<file path="src/verilog/lat_timing_defs.svh">
// constants for the dram latency and timing block: offsets, fields, resets, latency tables
// assumes a 32-bit apb slave with byte addresses and one word per register
//
// What this block does
// - read latency column follows read inversion bit
// - write latency set follows latency mode bit
// - write auto-precharge waits write recovery count
// - read auto-precharge waits read-to-precharge count
// - burst 32 adds eight cycles before read precharge
// - termination active only with the enable bit set
// - write termination on counted from the write command
// - burst 32 adds eight to write off
// - non-target termination enabled by the non-target bit or the enable bit
// - read termination off adds eight for burst 32
`ifndef LAT_TIMING_DEFS_SVH
`define LAT_TIMING_DEFS_SVH

`define REG_LATENCY_MODE 8'h00
`define REG_IO_CONFIG 8'h04
`define REG_TERMINATION 8'h08
`define REG_TEMPERATURE 8'h0c
`define REG_BAND_CONFIG 8'h10
`define REG_LAT_STATUS 8'h14
`define REG_TERM_STATUS 8'h18
`define REG_STATE 8'h1c

`define WL_SET_BIT 6
`define RD_INV_BIT 6
`define TERM_EN_BIT 3
`define TERM_NT_BIT 7
`define TERM_VAL_MSB 2
`define BAND_MSB 2
`define BL32_BIT 4

`define LATENCY_MODE_RST 8'h00
`define IO_CONFIG_RST 8'h00
`define TERMINATION_RST 8'h00
`define TEMPERATURE_RST 8'h00
`define BAND_CONFIG_RST 8'h00

`define BL32_EXTRA 6'd8

// band 7 (1866..2133 mhz) in the top six bits, band 0 (10..266 mhz) at the bottom
`define TBL_RL_NODBI {6'd36, 6'd32, 6'd28, 6'd24, 6'd20, 6'd14, 6'd10, 6'd6}
`define TBL_RL_DBI {6'd40, 6'd36, 6'd32, 6'd28, 6'd22, 6'd16, 6'd12, 6'd6}
`define TBL_WL_A {6'd18, 6'd16, 6'd14, 6'd12, 6'd10, 6'd8, 6'd6, 6'd4}
`define TBL_WL_B {6'd34, 6'd30, 6'd26, 6'd22, 6'd18, 6'd12, 6'd8, 6'd4}
`define TBL_NWR {6'd40, 6'd34, 6'd30, 6'd24, 6'd20, 6'd16, 6'd10, 6'd6}
`define TBL_READ_TO_PRECHARGE_COUNT {6'd16, 6'd14, 6'd12, 6'd10, 6'd8, 6'd8, 6'd8, 6'd8}
`define TBL_WON_A {6'd8, 6'd6, 6'd6, 6'd4, 6'd4, 6'd0, 6'd0, 6'd0}
`define TBL_WON_B {6'd24, 6'd20, 6'd18, 6'd14, 6'd12, 6'd6, 6'd0, 6'd0}
`define TBL_WOFF_A {6'd28, 6'd26, 6'd24, 6'd22, 6'd20, 6'd0, 6'd0, 6'd0}
`define TBL_WOFF_B {6'd44, 6'd40, 6'd36, 6'd32, 6'd28, 6'd22, 6'd0, 6'd0}
`define TBL_RON_NODBI {6'd28, 6'd26, 6'd22, 6'd18, 6'd14, 6'd0, 6'd0, 6'd0}
`define TBL_RON_DBI {6'd32, 6'd30, 6'd26, 6'd22, 6'd16, 6'd0, 6'd0, 6'd0}
`define TBL_ROFF_NODBI {6'd50, 6'd46, 6'd42, 6'd36, 6'd32, 6'd0, 6'd0, 6'd0}
`define TBL_ROFF_DBI {6'd54, 6'd50, 6'd46, 6'd40, 6'd34, 6'd0, 6'd0, 6'd0}

`endif

</file>
<file path="src/verilog/lat_timing_pkg.sv">
// types shared by the latency and timing block
// assumes the constants header is included alongside
package lat_timing_pkg;
  typedef logic [5:0] lat_type;
  typedef logic [2:0] band_type;
  typedef logic [47:0] lat_table_type;
  typedef enum logic [1:0] {AP_NONE = 2'b00, AP_WRITE = 2'b01, AP_READ = 2'b10} ap_kind_type;
  typedef enum logic {WIN_IDLE = 1'b0, WIN_RUN = 1'b1} win_state_type;
endpackage : lat_timing_pkg

</file>
<file path="src/verilog/dram_latency_timing.sv">
// latency selection, auto-precharge delay and termination windows of one memory channel
// assumes apb master on the same clock; command strobes are one-cycle synchronous pulses
//
// Register access over APB and the address map were decided locally.
`timescale 1ns/100ps
`include "lat_timing_defs.svh"
module dram_latency_timing #(
  parameter int BANKS = 8
) (
  input wire logic clock,
  input wire logic rst_n,
  input wire logic ce,
  input wire logic [7:0] paddr,
  input wire logic psel,
  input wire logic penable,
  input wire logic pwrite,
  input wire logic [31:0] pwdata,
  output logic [31:0] prdata,
  output logic pready,
  output logic pslverr,
  input wire logic wrApReq,
  input wire logic rdApReq,
  input wire logic [$clog2(BANKS)-1:0] apBank,
  input wire logic casWrite,
  input wire logic casRead,
  output logic [BANKS-1:0] prechargeStart,
  output logic termActive,
  output logic [2:0] termValue,
  output logic nonTargetTermEn,
  output logic writeTermOn,
  output logic readTermOn,
  output lat_timing_pkg::lat_type readLatency,
  output lat_timing_pkg::lat_type writeLatency
);
  import lat_timing_pkg::*;

  function automatic lat_type pick(input lat_table_type tbl, input band_type b);
    pick = tbl[b*6 +: 6];
  endfunction : pick

  function automatic lat_type pick2(input lat_table_type tblA, input lat_table_type tblB,
                                    input logic selB, input band_type b);
    pick2 = selB ? pick(tblB, b) : pick(tblA, b);
  endfunction : pick2

  function automatic logic isMapped(input logic [7:0] a);
    isMapped = (a[1:0] == 2'b00) && (a <= `REG_STATE);
  endfunction : isMapped

  logic [7:0] latencyModeReg_r;
  logic [7:0] ioConfigModeReg_r;
  logic [7:0] terminationModeReg_r;
  logic [7:0] temperatureStatusReg_r;
  logic [7:0] bandConfigReg_r;
  logic [31:0] prdata_r;
  logic pready_r;
  logic pslverr_r;
  lat_type readLatency_r;
  lat_type writeLatency_r;
  lat_type writeRecoveryCount_r;
  lat_type readToPrechargeCount_r;
  lat_type wrOnLat_r;
  lat_type wrOffLat_r;
  lat_type rdOnLat_r;
  lat_type rdOffLat_r;
  logic termActive_r;
  logic nonTargetTermEn_r;
  logic [2:0] termValue_r;

  band_type band;
  logic bl32;
  logic readInv;
  logic wlSetB;
  logic termEnabled;
  logic nonTargetEnabled;
  lat_type rlNxt;
  lat_type wlNxt;
  lat_type wrRecNxt;
  lat_type rtpNxt;
  lat_type apCount;
  lat_type winOn [2];
  lat_type winOff [2];
  logic winStart [2];
  logic [1:0] termOn;
  logic [BANKS-1:0] apLoad;
  logic [BANKS-1:0] apBusy;

  // software programs the band that holds the clock it supplies
  assign band = bandConfigReg_r[`BAND_MSB:0];
  assign bl32 = bandConfigReg_r[`BL32_BIT];
  assign readInv = ioConfigModeReg_r[`RD_INV_BIT];
  assign wlSetB = latencyModeReg_r[`WL_SET_BIT];
  assign rlNxt = pick2(`TBL_RL_NODBI, `TBL_RL_DBI, readInv, band);
  assign wlNxt = pick2(`TBL_WL_A, `TBL_WL_B, wlSetB, band);
  assign wrRecNxt = pick(`TBL_NWR, band);
  assign rtpNxt = pick(`TBL_READ_TO_PRECHARGE_COUNT, band) + (bl32 ? `BL32_EXTRA : 6'd0);

  // the enable bit gates the value field and also turns on non-target termination
  assign termEnabled = terminationModeReg_r[`TERM_EN_BIT];
  assign nonTargetEnabled = |{terminationModeReg_r[`TERM_NT_BIT],
                              terminationModeReg_r[`TERM_EN_BIT]};
  // zero in a table marks a band without termination support
  assign winOn[0] = pick2(`TBL_WON_A, `TBL_WON_B, wlSetB, band);
  assign winOff[0] = pick2(`TBL_WOFF_A, `TBL_WOFF_B, wlSetB, band)
                     + (bl32 ? `BL32_EXTRA : 6'd0);
  assign winOn[1] = pick2(`TBL_RON_NODBI, `TBL_RON_DBI, readInv, band);
  // read off values already include the fixed 1.5-cycle postamble
  assign winOff[1] = pick2(`TBL_ROFF_NODBI, `TBL_ROFF_DBI, readInv, band)
                     + (bl32 ? `BL32_EXTRA : 6'd0);
  assign winStart[0] = casWrite && termEnabled && (winOn[0] != 6'd0);
  assign winStart[1] = casRead && nonTargetEnabled && (winOn[1] != 6'd0);

  // apb slave: one access cycle, unmapped words answer with an error
  always_ff @(posedge clock or negedge rst_n) begin
    if (!rst_n) begin
      pready_r <= 1'b0;
      pslverr_r <= 1'b0;
      prdata_r <= 32'h0000_0000;
    end else if (ce) begin
      pready_r <= psel && !penable;
      if (psel && !penable) begin
        pslverr_r <= !isMapped(paddr);
        prdata_r <= 32'h0000_0000;
        if (!pwrite) begin
          unique case (paddr)
            `REG_LATENCY_MODE: prdata_r <= {24'h00_0000, latencyModeReg_r};
            `REG_IO_CONFIG: prdata_r <= {24'h00_0000, ioConfigModeReg_r};
            `REG_TERMINATION: prdata_r <= {24'h00_0000, terminationModeReg_r};
            `REG_TEMPERATURE: prdata_r <= {24'h00_0000, temperatureStatusReg_r};
            `REG_BAND_CONFIG: prdata_r <= {24'h00_0000, bandConfigReg_r};
            `REG_LAT_STATUS: prdata_r <= {2'h0, readToPrechargeCount_r, 2'h0,
                                          writeRecoveryCount_r, 2'h0, writeLatency_r,
                                          2'h0, readLatency_r};
            `REG_TERM_STATUS: prdata_r <= {2'h0, rdOffLat_r, 2'h0, rdOnLat_r, 2'h0,
                                           wrOffLat_r, 2'h0, wrOnLat_r};
            `REG_STATE: prdata_r <= {16'h0000, apBusy, 1'b0, termOn, termValue_r,
                                     nonTargetTermEn_r, termActive_r};
            default: prdata_r <= 32'h0000_0000;
          endcase
        end
      end
    end
  end

  // mode registers: written at the completing access edge only
  always_ff @(posedge clock or negedge rst_n) begin
    if (!rst_n) begin
      latencyModeReg_r <= `LATENCY_MODE_RST;
      ioConfigModeReg_r <= `IO_CONFIG_RST;
      terminationModeReg_r <= `TERMINATION_RST;
      temperatureStatusReg_r <= `TEMPERATURE_RST;
      bandConfigReg_r <= `BAND_CONFIG_RST;
    end else if (ce && psel && penable && pready_r && pwrite && !pslverr_r) begin
      unique case (paddr)
        `REG_LATENCY_MODE: latencyModeReg_r <= pwdata[7:0];
        `REG_IO_CONFIG: ioConfigModeReg_r <= pwdata[7:0];
        `REG_TERMINATION: terminationModeReg_r <= pwdata[7:0];
        `REG_TEMPERATURE: temperatureStatusReg_r <= pwdata[7:0];
        `REG_BAND_CONFIG: bandConfigReg_r <= pwdata[7:0];
        default: latencyModeReg_r <= latencyModeReg_r;
      endcase
    end
  end

  // latency and termination status follow the mode registers one cycle later
  always_ff @(posedge clock or negedge rst_n) begin
    if (!rst_n) begin
      readLatency_r <= 6'h00;
      writeLatency_r <= 6'h00;
      writeRecoveryCount_r <= 6'h00;
      readToPrechargeCount_r <= 6'h00;
      wrOnLat_r <= 6'h00;
      wrOffLat_r <= 6'h00;
      rdOnLat_r <= 6'h00;
      rdOffLat_r <= 6'h00;
      termActive_r <= 1'b0;
      nonTargetTermEn_r <= 1'b0;
      termValue_r <= 3'h0;
    end else if (ce) begin
      readLatency_r <= rlNxt;
      writeLatency_r <= wlNxt;
      writeRecoveryCount_r <= wrRecNxt;
      readToPrechargeCount_r <= rtpNxt;
      wrOnLat_r <= winOn[0];
      wrOffLat_r <= winOff[0];
      rdOnLat_r <= winOn[1];
      rdOffLat_r <= winOff[1];
      termActive_r <= termEnabled;
      nonTargetTermEn_r <= nonTargetEnabled;
      termValue_r <= termEnabled ? terminationModeReg_r[`TERM_VAL_MSB:0] : 3'h0;
    end
  end

  // write auto-precharge wins when both strobes arrive together; no spacing applied
  assign apCount = wrApReq ? wrRecNxt : rtpNxt;
  genvar gb;
  generate
    for (gb = 0; gb < BANKS; gb++) begin : g_bank
      assign apLoad[gb] = (wrApReq || rdApReq) && (apBank == gb);
      ap_delay_timer u_timer (
        .clock(clock),
        .rst_n(rst_n),
        .ce(ce),
        .load(apLoad[gb]),
        .count(apCount),
        .fire(prechargeStart[gb]),
        .busy(apBusy[gb])
      );
    end
  endgenerate

  // termination windows: index 0 is the write window, 1 the non-target read window
  genvar gw;
  generate
    for (gw = 0; gw < 2; gw++) begin : g_win
      win_state_type state_r;
      logic [6:0] cnt_r;
      lat_type onLat_r;
      lat_type offLat_r;
      logic on_r;
      always_ff @(posedge clock or negedge rst_n) begin
        if (!rst_n) begin
          state_r <= WIN_IDLE;
          cnt_r <= 7'h00;
          onLat_r <= 6'h00;
          offLat_r <= 6'h00;
          on_r <= 1'b0;
        end else if (ce) begin
          if (winStart[gw]) begin
            state_r <= WIN_RUN;
            cnt_r <= 7'h00;
            onLat_r <= winOn[gw];
            offLat_r <= winOff[gw];
          end else if (gw == 0 ? !termEnabled : !nonTargetEnabled) begin
            state_r <= WIN_IDLE;
            on_r <= 1'b0;
          end else begin
            unique case (state_r)
              WIN_IDLE: on_r <= 1'b0;
              WIN_RUN: begin
                cnt_r <= cnt_r + 7'h01;
                if (cnt_r + 7'h01 == {1'b0, onLat_r}) begin
                  on_r <= 1'b1;
                end
                if (cnt_r + 7'h01 == {1'b0, offLat_r}) begin
                  on_r <= 1'b0;
                  state_r <= WIN_IDLE;
                end
              end
            endcase
          end
        end
      end
      assign termOn[gw] = on_r;
    end
  endgenerate

  assign prdata = prdata_r;
  assign pready = pready_r;
  assign pslverr = pslverr_r;
  assign readLatency = readLatency_r;
  assign writeLatency = writeLatency_r;
  assign termActive = termActive_r;
  assign nonTargetTermEn = nonTargetTermEn_r;
  assign termValue = termValue_r;
  assign writeTermOn = termOn[0];
  assign readTermOn = termOn[1];
  // helper counters for the checks below
  logic [6:0] since0_r;
  ap_kind_type kind0_r;
  logic [6:0] winSince_r [2];
  always_ff @(posedge clock or negedge rst_n) begin
    if (!rst_n) begin
      since0_r <= 7'h00;
      kind0_r <= AP_NONE;
    end else if (ce) begin
      if (apLoad[0]) begin
        since0_r <= 7'h00;
        kind0_r <= wrApReq ? AP_WRITE : AP_READ;
      end else if (since0_r != 7'h7f) begin
        since0_r <= since0_r + 7'h01;
      end
    end
  end
  always_ff @(posedge clock or negedge rst_n) begin
    if (!rst_n) begin
      winSince_r[0] <= 7'h00;
      winSince_r[1] <= 7'h00;
    end else if (ce) begin
      for (int i = 0; i < 2; i++) begin
        if (winStart[i]) begin
          winSince_r[i] <= 7'h00;
        end else if (winSince_r[i] != 7'h7f) begin
          winSince_r[i] <= winSince_r[i] + 7'h01;
        end
      end
    end
  end

  property p_rd_lat;
    @(posedge clock) disable iff (!rst_n)
    (ce && band == 3'd7) |=> (readLatency == ($past(readInv) ? 6'd40 : 6'd36));
  endproperty
  a_rd_lat: assert property (p_rd_lat) else $error("read latency column wrong");
  property p_wr_lat;
    @(posedge clock) disable iff (!rst_n)
    (ce && band == 3'd7) |=> (writeLatency == ($past(wlSetB) ? 6'd34 : 6'd18));
  endproperty
  a_wr_lat: assert property (p_wr_lat) else $error("write latency set wrong");
  property p_wr_ap;
    @(posedge clock) disable iff (!rst_n)
    ($rose(prechargeStart[0]) && kind0_r == AP_WRITE) |-> since0_r == {1'b0, wrRecNxt};
  endproperty
  a_wr_ap: assert property (p_wr_ap) else $error("write precharge delay wrong");
  property p_rd_ap;
    @(posedge clock) disable iff (!rst_n)
    ($rose(prechargeStart[0]) && kind0_r == AP_READ && !bl32)
      |-> since0_r == {1'b0, pick(`TBL_READ_TO_PRECHARGE_COUNT, band)};
  endproperty
  a_rd_ap: assert property (p_rd_ap) else $error("read precharge delay wrong");
  property p_rd_ap_bl32;
    @(posedge clock) disable iff (!rst_n)
    ($rose(prechargeStart[0]) && kind0_r == AP_READ && bl32)
      |-> since0_r == {1'b0, pick(`TBL_READ_TO_PRECHARGE_COUNT, band)} + 7'd8;
  endproperty
  a_rd_ap_bl32: assert property (p_rd_ap_bl32) else $error("burst 32 delay wrong");
  property p_term_off;
    @(posedge clock) disable iff (!rst_n)
    (ce && !terminationModeReg_r[`TERM_EN_BIT]) |=> !termActive ##1 !writeTermOn[*2];
  endproperty
  a_term_off: assert property (p_term_off) else $error("termination active while off");
  property p_wr_on;
    @(posedge clock) disable iff (!rst_n)
    ($rose(writeTermOn) && band == 3'd4 && !wlSetB) |-> winSince_r[0] == 7'd4;
  endproperty
  a_wr_on: assert property (p_wr_on) else $error("write termination on late");
  property p_wr_off;
    @(posedge clock) disable iff (!rst_n)
    ($fell(writeTermOn) && band == 3'd7 && !wlSetB)
      |-> winSince_r[0] == (bl32 ? 7'd36 : 7'd28);
  endproperty
  a_wr_off: assert property (p_wr_off) else $error("write termination off wrong");
  property p_nt_off;
    @(posedge clock) disable iff (!rst_n)
    (ce && terminationModeReg_r[`TERM_NT_BIT] == 1'b0 &&
     terminationModeReg_r[`TERM_EN_BIT] == 1'b0) |=> !nonTargetTermEn;
  endproperty
  a_nt_off: assert property (p_nt_off) else $error("non-target enable wrong");
  property p_rd_off;
    @(posedge clock) disable iff (!rst_n)
    ($fell(readTermOn) && band == 3'd7 && !readInv)
      |-> winSince_r[1] == (bl32 ? 7'd58 : 7'd50);
  endproperty
  a_rd_off: assert property (p_rd_off) else $error("read termination off wrong");
  property p_cov_wr_ap;
    @(posedge clock) disable iff (!rst_n)
    $rose(prechargeStart[0]) && kind0_r == AP_WRITE;
  endproperty
  c_wr_ap: cover property (p_cov_wr_ap);
  property p_cov_rd_bl32;
    @(posedge clock) disable iff (!rst_n)
    $rose(prechargeStart[0]) && kind0_r == AP_READ && bl32;
  endproperty
  c_rd_bl32: cover property (p_cov_rd_bl32);
  property p_cov_wterm;
    @(posedge clock) disable iff (!rst_n)
    $fell(writeTermOn);
  endproperty
  c_wterm: cover property (p_cov_wterm);
endmodule : dram_latency_timing

</file>
<file path="src/verilog/ap_delay_timer.sv">
// per-bank countdown that starts the internal precharge after an auto-precharge burst
// assumes load is a one-cycle request and count is at least one
`timescale 1ns/100ps
module ap_delay_timer (
  input wire logic clock,
  input wire logic rst_n,
  input wire logic ce,
  input wire logic load,
  input wire lat_timing_pkg::lat_type count,
  output logic fire,
  output logic busy
);
  import lat_timing_pkg::*;

  lat_type cnt_r;
  logic fire_r;
  logic busy_r;

  // fire rises exactly count cycles after the load edge
  always_ff @(posedge clock or negedge rst_n) begin
    if (!rst_n) begin
      cnt_r <= 6'h00;
      fire_r <= 1'b0;
      busy_r <= 1'b0;
    end else if (ce) begin
      fire_r <= 1'b0;
      if (load) begin
        cnt_r <= count;
        busy_r <= 1'b1;
      end else if (busy_r) begin
        if (cnt_r == 6'h01) begin
          fire_r <= 1'b1;
          busy_r <= 1'b0;
        end else begin
          cnt_r <= cnt_r - 6'h01;
        end
      end
    end
  end

  assign fire = fire_r;
  assign busy = busy_r;
endmodule : ap_delay_timer

</file>
<file path="config.mk">
export PLATFORM = sky130hd
export DESIGN_NAME = dram_latency_timing
export DESIGN_NICKNAME = d
export VERILOG_FILES = /design/src/verilog/lat_timing_pkg.sv /design/src/verilog/dram_latency_timing.sv /design/src/verilog/ap_delay_timer.sv
export VERILOG_INCLUDE_DIRS = /design/src /design/src/verilog
export SDC_FILE = /design/constraint.sdc
export NUM_CORES = 1
export LEC_CHECK = 0
export ABC_AREA = 1
export BUFFER_PORTS_ARGS = -buffer_cell sky130_fd_sc_hd__buf_2
export CORE_UTILIZATION = 62
export CTS_BUF_LIST = sky130_fd_sc_hd__clkbuf_4
export CTS_CLUSTER_SIZE = 40
export DETAILED_ROUTE_END_ITERATION = 10
export GPL_ROUTABILITY_DRIVEN = 1
export PLACE_DENSITY_LB_ADDON = 0.25
export SLEW_MARGIN = 0
export SYNTH_ARGS = -nofsm -noshare
export SYNTH_HDL_FRONTEND = slang
export SYNTH_SLANG_ARGS = --single-unit
</file>
<file path="constraint.sdc">
create_clock -name clock -period 3.1 [get_ports clock]
set_input_delay 0.62 -clock clock [delete_from_list [all_inputs] [get_ports clock]]
set_output_delay 0.62 -clock clock [all_outputs]
set_load 0.02 [all_outputs]
</file>
==> flow_metrics.py, run 1 <==
metrics = {
    "status": {
        "status": "finished clean",
    },
    "timing": {
        "fin_crit_sh": 0.7966,
        "tns_ps": 0,
        "final-max-slew-violation-count": 0,
        "final-hold-violation-count": 0,
        "skew_ps": 59.59,
        "slew_headroom": 0.6201,
        "min_period_ps": 2470,
        "rsz0062_at_grt": "false",
        "worstMarginPinSlew_ps": 569.0,
        "fmax_ghz": 0.4049,
        "setup_viol_count_final": 0,
    },
    "critical_path": {
        "crit_top_cell": "nand2_1",
        "max_stage_delay_ps": 490,
        "start_kind": "flop",
        "cp.required_ps": 3670,
        "path_buf_inv": 2,
        "cp_top_family": "simple AND/OR/NAND/NOR gates",
        "cp-end-kind": "flop",
        "cp_slowest_cell": "dfrtp_1",
        "arrival_ps": 3040,
        "path_class": "reg2reg",
        "crit_chain": "inv_1 -> ha_1 -> inv_1 -> o21ai_0 -> o21ai_1 -> nor2_1 -> nand2_1 -> nand2_1 -> nand2_1 -> o22ai_1",
        "critPathMaxFanout": 13,
    },
    "grt": {
        "antenna_found_initial": 1,
        "grt_first_pass_wirelength_mm": 45.88,
        "grt_max_degree": 68,
        "grt_pass1_vias": 9292,
        "grt-ovfl-total": 0,
        "grt.total_usage": 0.3120,
    },
    "clock_network": {
        "cts_resized": 0,
        "cts-htree-levels": 2,
        "cts_sinks": 213,
        "clkTransAtPathRegs_ps": 70,
        "cts_buffer_depth": 3,
        "cts_tree": "done",
        "cts_buffers": 56,
        "ctsRootBufferMaster": "clkbuf_4",
        "clkLatencyLatePin_ps": 710,
    },
    "final_layout": {
        "fin_cells": 1801,
        "final_area_um2": 12770,
        "multi_input_area_um2": 5115,
        "area_growth_pct": 11.40,
        "seqCellArea_um2": 5330,
        "fill_cells": 1491,
        "drive_above_1_share": 0.1483,
        "nNetsFinal": 1626,
    },
    "route": {
        "post_drt_wl_per_cell_um": 15.75,
        "drc": 0,
        "firstDrtPassIters": 5,
        "postRouteAntennaNets": 0,
        "vias_per_cell": 5.618,
        "drt_iter0_drc": 791,
        "vias": 10118,
        "routed_wirelength_mm": 28.37,
    },
    "die": {
        "ios": 114,
        "dieArea_um2": 19040,
        "fp.coreArea_um2": 18020,
        "row_count": 49,
        "start_util": 0.6361,
        "dieWidth_um": 138.0,
        "die_h_um": 138.0,
    },
    "synthesis": {
        "synthFlopType": "dfrtp_1",
        "synth_top_cell_by_area": "dfrtp_1",
        "synthCells": 1418,
        "synth.avg_cell_area_um2": 8.086,
        "synth_fa_ha_area_frac": 0.04474,
        "synth_top_family_by_area": "simple AND/OR/NAND/NOR gates",
        "syn_area_um2": 11470,
        "synth-simple-area-share": 0.2115,
        "ys_top_cells_by_area": "dfrtp_1 46%, nand2_1 10%, o21ai_0 6.3%, inv_1 6.1%, ha_1 4.5%",
        "synth-seq-area-share": 0.4649,
        "synth.ff_latch_count": 213,
        "synth_top_area_frac": 0.4649,
        "synth.cells.most_frequent": "320 x nand2_1, 213 x dfrtp_1, 186 x inv_1",
        "synth.distinct_cells": 44,
        "synth.area.mux_share": 0.001855,
        "yosys_warnings": 0,
        "async_flop_share": 1.000,
        "synth_compound_area_frac": 0.1643,
        "synth-xor-area-share": 0.02062,
        "synth_most_common_cell": "nand2_1",
        "synth_edf_count": 0,
    },
    "placed_design": {
        "globalplace.congestion": 0.9003,
        "hpwlAfterDp_mm": 19.88,
        "placed_area_um2": 12070,
        "dp_cells": 1702,
        "numPortBuffers": 81,
    },
    "power_and_ir_drop": {
        "power_density_nw_per_um2": 572.7,
        "vdd.ir_drop.worst_mv": 0.4486,
        "p_total_w": 0.007315,
        "p_leak_nw": 6.493,
    },
    "flow_run": {
        "drv_cap": 0,
    },
    "min_path": {
        "min_path_type": "in2reg",
    },
}
[cells by family after synthesis]
logic type               after synthesis
AO/OA/AOI/OAI                        331
other                                  1
adder cells (fa/ha/maj)               41
multiplexers                           2
AND/OR/NAND/NOR                      554
XOR/XNOR                              27
flip-flops                           213
buffers and inverters                249
[sequential cells by signal (all words and copies together), names as in the netlist, 9 cells and up]
register / count
g_bank.u_timer.cnt_r: 48
g_win.offLat_r: 10
g_win.cnt_r: 14
g_win.onLat_r: 9
prdata: 26
[layer usage]
layer,routed length (um),vias up,track usage
li1,-,4920,-
met1,12670,4783,0.4324
met2,12670,334,0.4664
met3,2032,81,0.07054
met4,1001,0,0.1419
met5,0,-,0
[path summary, 6_finish.rpt]
path                       cells after the start                from  slack, ps                   endpoint
min reg2reg                                    2           prdata[1]        480                  prdata[1]
min                                            3           pwdata[4]        230         bandConfigReg_r[4]
max                                           10  bandConfigReg_r[0]        630          g_win[0].cnt_r[4]
max reg2reg                                   10  bandConfigReg_r[0]        630          g_win[0].cnt_r[4]
min in group asynchronous                      2               rst_n        490          g_win[0].cnt_r[4]
max in group asynchronous                      3               rst_n       1840  readToPrechargeCount_r[5]
[placed cells by master, fill, tap and decap left out, drive strengths merged]
cell type,n
a22o,10
o2111ai,1
ha,41
nand4,15
o221ai,1
bufinv,1
diode,1
nor3,12
a21o,1
dfrtp,213
a21oi,40
nand2,332
o21bai,1
mux2i,1
nor2,91
inv,193
o21a,1
clkinvlp,1
xor2,23
o31ai,1
nand3,103
o22ai,40
mux2,1
clkinv,16
a31oi,2
xnor2,4
buf,105
o41ai,6
clkbuf,78
dlygate4sd3,1
conb,8
o21ai,204
o211ai,23
or2,1
[power breakdown]
part | switching, W | total (W) | internal [W]
Sequential | 0.000235 | 0.00336 | 0.00312
Clock | 0.00116 | 0.00240 | 0.00124
Combinational | 0.000977 | 0.00156 | 0.000578
[worst reg2reg max path: stages (launching register included)]
cell and delay (ps):
dfrtp_1 490, inv_1 340, ha_1 230, inv_1 60
o21ai_0 170, o21ai_1 110, nor2_1 100, nand2_1 100
nand2_1 340, nand2_1 210, o22ai_1 200
[stage by stage]
stage,hold WS (ps),util,setup WS (ps)
2_1_floorplan,324.4,-,944.9
3_3_place_gp,461.0,0.6698,752.7
3_5_place_dp,464.0,0.6698,692.3
4_1_cts,216.0,0.7085,660.4
5_1_grt,233.9,0.7087,409.8
6_report,231.3,0.7087,630.4
[what timing repair did]
action / in CTS / in global routing
hold buffers: 1 / 0
endpoints found under the hold margin: 63 / 0
buffers inserted: 0 / 0
[cell type report]
class,count,share of cell area
flip-flops and latches,213,0.4173
well taps,229,0.02243
repair buffers,106,0.04937
clock inverters,19,0.008032
multi-input cells,963,0.4004
inverters,192,0.05642
diodes,1,0.0001959
clock buffers,78,0.04584
Note: power is estimated with default switching activity, not from simulation.
==> run 2: changes to the inputs <==
Settings changed: ABC_AREA 1 to 0, CORE_UTILIZATION 62 to 56.
Clock period 3.1 ns to 2 ns, I/O delays scaled along.
==> run 2 against run 1 <==
The run now ends with negative setup slack left. Final area grew 9.0%. Maximum frequency up 19%. Flip-flop and latch count did not move. Combinational power up 60%. Worst hold slack got worse by 200 ps. First-iteration DRC count shrank 5.2%. Setup slack got worse by 700 ps. Largest cell class is now multi-input combinational cells. Highest routed layer unchanged.
==> flow_metrics.py, run 2 <==
metrics = {
    "die": {
        "dieArea_um2": 21090,
        "row_count": 52,
        "die_h_um": 145.2,
        "ios": 114,
        "start_util": 0.5695,
        "fp.coreArea_um2": 20170,
        "dieWidth_um": 145.2,
    },
    "grt": {
        "grt_pass1_vias": 9638,
        "antenna_found_initial": 1,
        "grt-ovfl-total": 0,
        "grt_first_pass_wirelength_mm": 49.78,
        "grt.total_usage": 0.2956,
        "grt_max_degree": 73,
    },
    "synthesis": {
        "synth_top_cell_by_area": "dfrtp_1",
        "synth.distinct_cells": 70,
        "synth_most_common_cell": "dfrtp_1",
        "ys_top_cells_by_area": "dfrtp_1 46%, mux2_2 7.3%, o21ai_0 5.2%, ha_1 4.5%, nor2_1 3.9%",
        "synthCells": 1196,
        "synthFlopType": "dfrtp_1",
        "synth.ff_latch_count": 213,
        "synth.cells.most_frequent": "213 x dfrtp_1, 119 x o21ai_0, 118 x nor2_1",
        "async_flop_share": 1.000,
        "synth_top_area_frac": 0.4640,
        "synth_edf_count": 0,
        "synth-seq-area-share": 0.4640,
        "syn_area_um2": 11490,
        "yosys_warnings": 0,
        "synth.avg_cell_area_um2": 9.605,
    },
    "route": {
        "post_drt_wl_per_cell_um": 18.26,
        "routed_wirelength_mm": 30.93,
        "drt_iter0_drc": 750,
        "postRouteAntennaNets": 0,
        "drc": 0,
        "vias_per_cell": 5.864,
        "firstDrtPassIters": 7,
        "vias": 9933,
    },
    "power_and_ir_drop": {
        "p_switching_w": 0.003810,
        "vdd.ir_drop.worst_mv": 0.7726,
        "combPwrFrac": 0.215,
        "p_clk_frac": 0.321,
        "seqPwrFrac": 0.465,
        "power_density_nw_per_um2": 835.7,
        "switching_share": 0.3274,
        "p_int_w": 0.007830,
        "p_leak_nw": 6.503,
        "p_total_w": 0.01164,
    },
    "clock_network": {
        "cts-htree-levels": 2,
        "cts_tree": "done",
        "cts_buffers": 55,
        "cts_sinks": 213,
        "cts_buffer_depth": 3,
        "clkTransAtPathRegs_ps": 70,
        "clkLatencyLatePin_ps": 690,
        "ctsRootBufferMaster": "clkbuf_4",
    },
    "critical_path": {
        "r2r_start": "bandConfigReg_r[0]",
        "cp-end-kind": "flop",
        "critPathMaxFanout": 7,
        "path_class": "reg2reg",
        "crit_chain": "inv_8 -> ha_4 -> nor2_4 -> a22o_1 -> o311a_4 -> nor2_4 -> and3_1 -> nor2_1",
        "cp.required_ps": 2570,
        "r2r_setup_slack_ps": -70,
        "crit_top_cell": "nor2_4",
        "cp_top_family": "compound AO/OA/AOI/OAI gates",
        "path_buf_inv": 1,
        "cp_slowest_cell": "dfrtp_2",
        "start_kind": "flop",
        "rr_endpoint": "g_win[0].state_r",
        "arrival_ps": 2640,
        "max_stage_delay_ps": 520,
        "worstRegToRegCells": 8,
    },
    "final_layout": {
        "nNetsFinal": 1473,
        "utilization": 0.6906,
        "area_growth_pct": 21.25,
        "final_area_um2": 13930,
        "fill_cells": 1604,
        "layout_common_cells": "210 x dfrtp_1, 115 x nor2_1, 103 x o21ai_0",
        "largest_reg_flops": 48,
        "top_register": "g_bank.u_timer.cnt_r",
        "drive_above_1_share": 0.2944,
        "layout_commonest_cell": "dfrtp_1",
    },
    "status": {
        "status": "complete, but fails checks",
        "failed_checks": "negative setup slack",
    },
    "min_path": {
        "min_delay_worst_endpoint": "ioConfigModeReg_r[5]",
        "whs_path_depth": 2,
        "min_path_type": "in2reg",
        "worstHoldStart": "pwdata[5]",
    },
    "timing": {
        "skew_ps": 56.30,
        "min_period_ps": 2068,
        "setup_viol_count_final": 15,
        "fin_crit_sh": 1.034,
        "rsz0062_at_grt": "true",
        "worstMarginPinSlew_ps": 498.1,
        "setup_slack_ps": -67.82,
        "tns_ps": -489.6,
        "final-max-slew-violation-count": 0,
        "final-hold-violation-count": 0,
        "slew_headroom": 0.6672,
        "fmax_ghz": 0.4836,
    },
    "placed_design": {
        "place_worst_setup_slack_ps": -96.29,
        "placed_area_um2": 12890,
        "numPortBuffers": 81,
        "hpwlAfterDp_mm": 21.74,
        "globalplace.congestion": 0.8950,
    },
    "flow_run": {
        "drv_cap": 0,
    },
}
run 2: changes by cell type after synthesis, sizes merged, moves of 12 or more:
cell,delta
nand2,-228
clkbuf,+32
a21oi,+37
a22oi,+19
nand3,-76
o21ai,-75
xnor2,+12
nor3,+14
nor2,+28
o22a,+16
inv,-146
o22ai,-39
o211ai,-17
mux2,+73
run 2: worst register-to-register path, cell delays in order, from the launching register on:
cell and delay [ps]:
dfrtp_2 520, inv_8 120, ha_4 150, nor2_4 40, a22o_1 210, o311a_4 420, nor2_4 190, and3_1 230
nor2_1 60
run 2: worst max-delay path by stage:
stage                             startpoint                          to  slack [ps]  cells after the start
after floorplan           bandConfigReg_r[0]        g_win[1].offLat_r[5]         -60                      8
after global placement    bandConfigReg_r[0]  g_bank[0].u_timer.cnt_r[4]         -40                      8
after detailed placement  bandConfigReg_r[1]  g_bank[0].u_timer.cnt_r[3]        -100                      8
after CTS                 bandConfigReg_r[0]  g_bank[0].u_timer.cnt_r[4]         -30                      8
after global routing      bandConfigReg_r[0]           g_win[0].cnt_r[3]        -150                      8
final                     bandConfigReg_r[0]            g_win[0].state_r         -70                      8
run 2: logic make-up after synthesis:
group,share of synthesized area
fa+ha+maj,0.04466
other cells,0.0003264
buf+inv,0.05228
flops,0.4640
xor+xnor,0.02211
mux,0.08496
compound gates,0.1865
simple gates,0.1452
run 2: per-layer routing:
layer / vias up / wire (um) / track usage
met5: - / 0 / 0
met2: 341 / 14660 / 0.4755
met4: 0 / 846 / 0.1105
li1: 4670 / - / -
met3: 63 / 1936 / 0.04686
met1: 4859 / 13490 / 0.4046
run 2: power groups by stage:
stage	Sequential (W)	Clock [W]	Combinational, W
6_report	0.00541	0.00373	0.00250
5_1_grt	0.00549	0.00406	0.00289
4_1_cts	0.00539	0.00382	0.00244
3_5_place_dp	0.00546	0	0.00242
3_3_place_gp	0.00544	0	0.00230
2_1_floorplan	0.00533	0	0.00185
run 2: metrics by stage:
stage          cells  hold WS, ps
6_report        1694        28.17
4_1_cts         1692       0.8409
3_3_place_gp    1584        371.0
3_5_place_dp    1584        367.4
2_1_floorplan   1203        104.4
5_1_grt         1694        5.732
run 2: what timing repair did:
| action | in CTS | in global routing |
|---|---|---|
| hold buffers | 5 | 0 |
| setup endpoints to repair | 33 | 62 |
| hold endpoints to repair | 82 | 0 |
| gates resized for setup | 16 | 60 |
| pin swaps | 6 | 15 |
| setup buffers | 2 | 2 |
run 2: final cells by class:
| type | count | area (um^2) | area share |
|---|---|---|---|
| timing repair buffer | 203 | 1484 | 0.1065 |
| sequential | 213 | 5334 | 0.3829 |
| multi-input combinational | 859 | 5888 | 0.4227 |
| tap | 270 | 337.8 | 0.02425 |
| clock inverter | 27 | 141.4 | 0.01015 |
| antenna | 1 | 2.502 | 0.0001797 |
| clock buffer | 74 | 555.5 | 0.03988 |
| inverter | 47 | 185.2 | 0.01329 |
==> run 3: changes to the inputs <==
Settings changed: MAX_ROUTING_LAYER from default to met4.
==> run 3 against run 2 <==
The run still ends with negative setup slack left. Sequential power barely moved. Die area did not move. Utilization fell by 0.21 points. Critical path type unchanged. Largest power group unchanged.
==> flow_metrics.py, run 3 (synthesized netlist as in run 2, its figures left out) <==
metrics = {
    "final_layout": {
        "largest_reg_flops": 48,
        "layout_common_cells": "211 x dfrtp_1, 117 x nor2_1, 110 x o21ai_0",
        "layout_commonest_cell": "dfrtp_1",
        "multi_input_area_um2": 5833,
        "drive_above_1_share": 0.2862,
        "nNetsFinal": 1481,
        "area_growth_pct": 20.88,
        "seqCellArea_um2": 5333,
        "top_register": "g_bank.u_timer.cnt_r",
        "final_area_um2": 13890,
        "fill_cells": 1638,
    },
    "route": {
        "drc": 0,
        "post_drt_wl_per_cell_um": 17.93,
        "drt_iter0_drc": 726,
        "vias": 9849,
        "postRouteAntennaNets": 0,
        "firstDrtPassIters": 5,
        "vias_per_cell": 5.794,
        "routed_wirelength_mm": 30.48,
    },
    "timing": {
        "fin_crit_sh": 1.020,
        "rsz0062_at_grt": "true",
        "final-hold-violation-count": 0,
        "min_period_ps": 2040,
        "setup_viol_count_final": 11,
        "final-max-slew-violation-count": 0,
        "fmax_ghz": 0.4901,
        "setup_slack_ps": -40.46,
        "skew_ps": 65.07,
    },
    "critical_path": {
        "worstRegToRegCells": 8,
        "critPathMaxFanout": 5,
        "cp_slowest_cell": "dfrtp_1",
        "crit_start": "latencyModeReg_r[6]",
        "arrival_ps": 2620,
        "cp-end-kind": "flop",
        "start_kind": "flop",
        "cp.required_ps": 2580,
        "cp_top_family": "compound AO/OA/AOI/OAI gates",
        "path_class": "reg2reg",
        "path_buf_inv": 1,
        "rr_endpoint": "g_win[0].cnt_r[4]",
        "crit_chain": "buf_4 -> ha_1 -> mux2i_1 -> nor2_1 -> o311a_4 -> nor2_4 -> nand2_4 -> o31ai_2",
        "r2r_setup_slack_ps": -40,
        "max_stage_delay_ps": 410,
        "r2r_start": "latencyModeReg_r[6]",
    },
    "clock_network": {
        "cts-htree-levels": 2,
        "cts_tree": "done",
        "cts_buffers": 57,
        "cts_buffer_depth": 3,
        "clkLatencyLatePin_ps": 700,
        "clkTransAtPathRegs_ps": 70,
        "ctsRootBufferMaster": "clkbuf_4",
        "cts_sinks": 213,
    },
    "grt": {
        "grt_pass1_vias": 9634,
        "grt.total_usage": 0.3036,
        "antenna_found_initial": 1,
        "grt-ovfl-total": 0,
        "grt_first_pass_wirelength_mm": 49.56,
        "grt_max_degree": 78,
    },
    "power_and_ir_drop": {
        "p_int_w": 0.007675,
        "vdd.ir_drop.worst_mv": 0.7089,
        "seqPwrFrac": 0.472,
        "p_switching_w": 0.003782,
        "combPwrFrac": 0.212,
        "p_total_w": 0.01146,
        "p_leak_nw": 6.510,
        "power_density_nw_per_um2": 825.1,
        "p_clk_frac": 0.316,
        "switching_share": 0.3301,
    },
    "placed_design": {
        "hpwlAfterDp_mm": 21.74,
        "numPortBuffers": 81,
        "placed_area_um2": 12880,
        "globalplace.congestion": 0.9091,
    },
    "min_path": {
        "min_path_type": "in2reg",
        "min_delay_worst_endpoint": "g_win[1].onLat_r[3]",
        "whs_path_depth": 3,
        "worstHoldStart": "casRead",
    },
    "flow_run": {
        "drv_cap": 0,
    },
    "die": {
        "start_util": 0.5695,
        "row_count": 52,
        "fp.coreArea_um2": 20170,
        "ios": 114,
        "die_h_um": 145.2,
        "dieArea_um2": 21090,
        "dieWidth_um": 145.2,
    },
    "status": {
        "failed_checks": "negative setup slack",
        "status": "complete, but fails checks",
    },
}
run 3: cell types whose count changed in the layout (fill, tap and decap cells not counted), sizes merged:
cell         delta
buf             +2
bufinv          -1
clkinv          -1
clkinvlp        +1
dlygate4sd3     +4
inv             +1
run 3: repair_timing:
action	4_1_cts	5_1_grt
hold buffers	9	0
setup endpoints to repair	34	59
gates resized for setup	15	36
endpoints found under the hold margin	157	0
buffers inserted	2	4
pin swaps	3	9
run 3: worst max-delay path by stage:
| stage | to | cells past startpoint |
|---|---|---|
| floorplan | g_win[1].offLat_r[5] | 8 |
| global placement | g_bank[5].u_timer.cnt_r[3] | 8 |
| detailed placement | g_win[0].cnt_r[3] | 8 |
| CTS | g_bank[0].u_timer.cnt_r[4] | 8 |
| global route | g_win[0].cnt_r[5] | 9 |
| finish | g_win[0].cnt_r[4] | 8 |
run 3: tightest hold or removal path, cell delays in order:
cell,delay (ps)
buf_2,130
nand4_1,70
o21ai_0,70
run 3: power groups by stage:
stage               logic (W)  clock network [W]  registers [W]
floorplan             0.00185                  0        0.00533
global placement      0.00229                  0        0.00545
detailed placement    0.00241                  0        0.00547
CTS                   0.00243            0.00370        0.00540
global route          0.00281            0.00394        0.00548
finish                0.00243            0.00362        0.00541
run 3: metal layers:
layer,up-vias,global-route usage,share of wire
li1,4672,-,-
met1,4776,0.3976,0.43
met2,325,0.4678,0.47
met3,76,0.06447,0.069
met4,0,0.1079,0.030
met5,-,-,0
run 3: through the flow:
stage	worst slack (ps)	instances	utilization	hold WS, ps	setup TNS (ps)
after floorplan	-57.74	1203	-	104.4	-194.9
after global placement	-55.77	1583	0.6386	354.6	-456.2
after detailed placement	-71.65	1583	0.6386	351.5	-1006
after CTS	-44.74	1695	0.6800	16.23	-142.9
after global routing	-121.7	1700	0.6885	43.04	-2349
final	-40.46	1700	0.6885	66.22	-314.2
run 3: layout make-up:
cell class / instances / share of cell area
Antenna cell: 1 / 0.0001802
Clock buffer: 74 / 0.04001
Clock inverter: 27 / 0.008290
Inverter: 47 / 0.01334
Multi-Input combinational cell: 859 / 0.4201
Sequential cell: 213 / 0.3840
Tap cell: 270 / 0.02433
Timing Repair Buffer: 209 / 0.1097
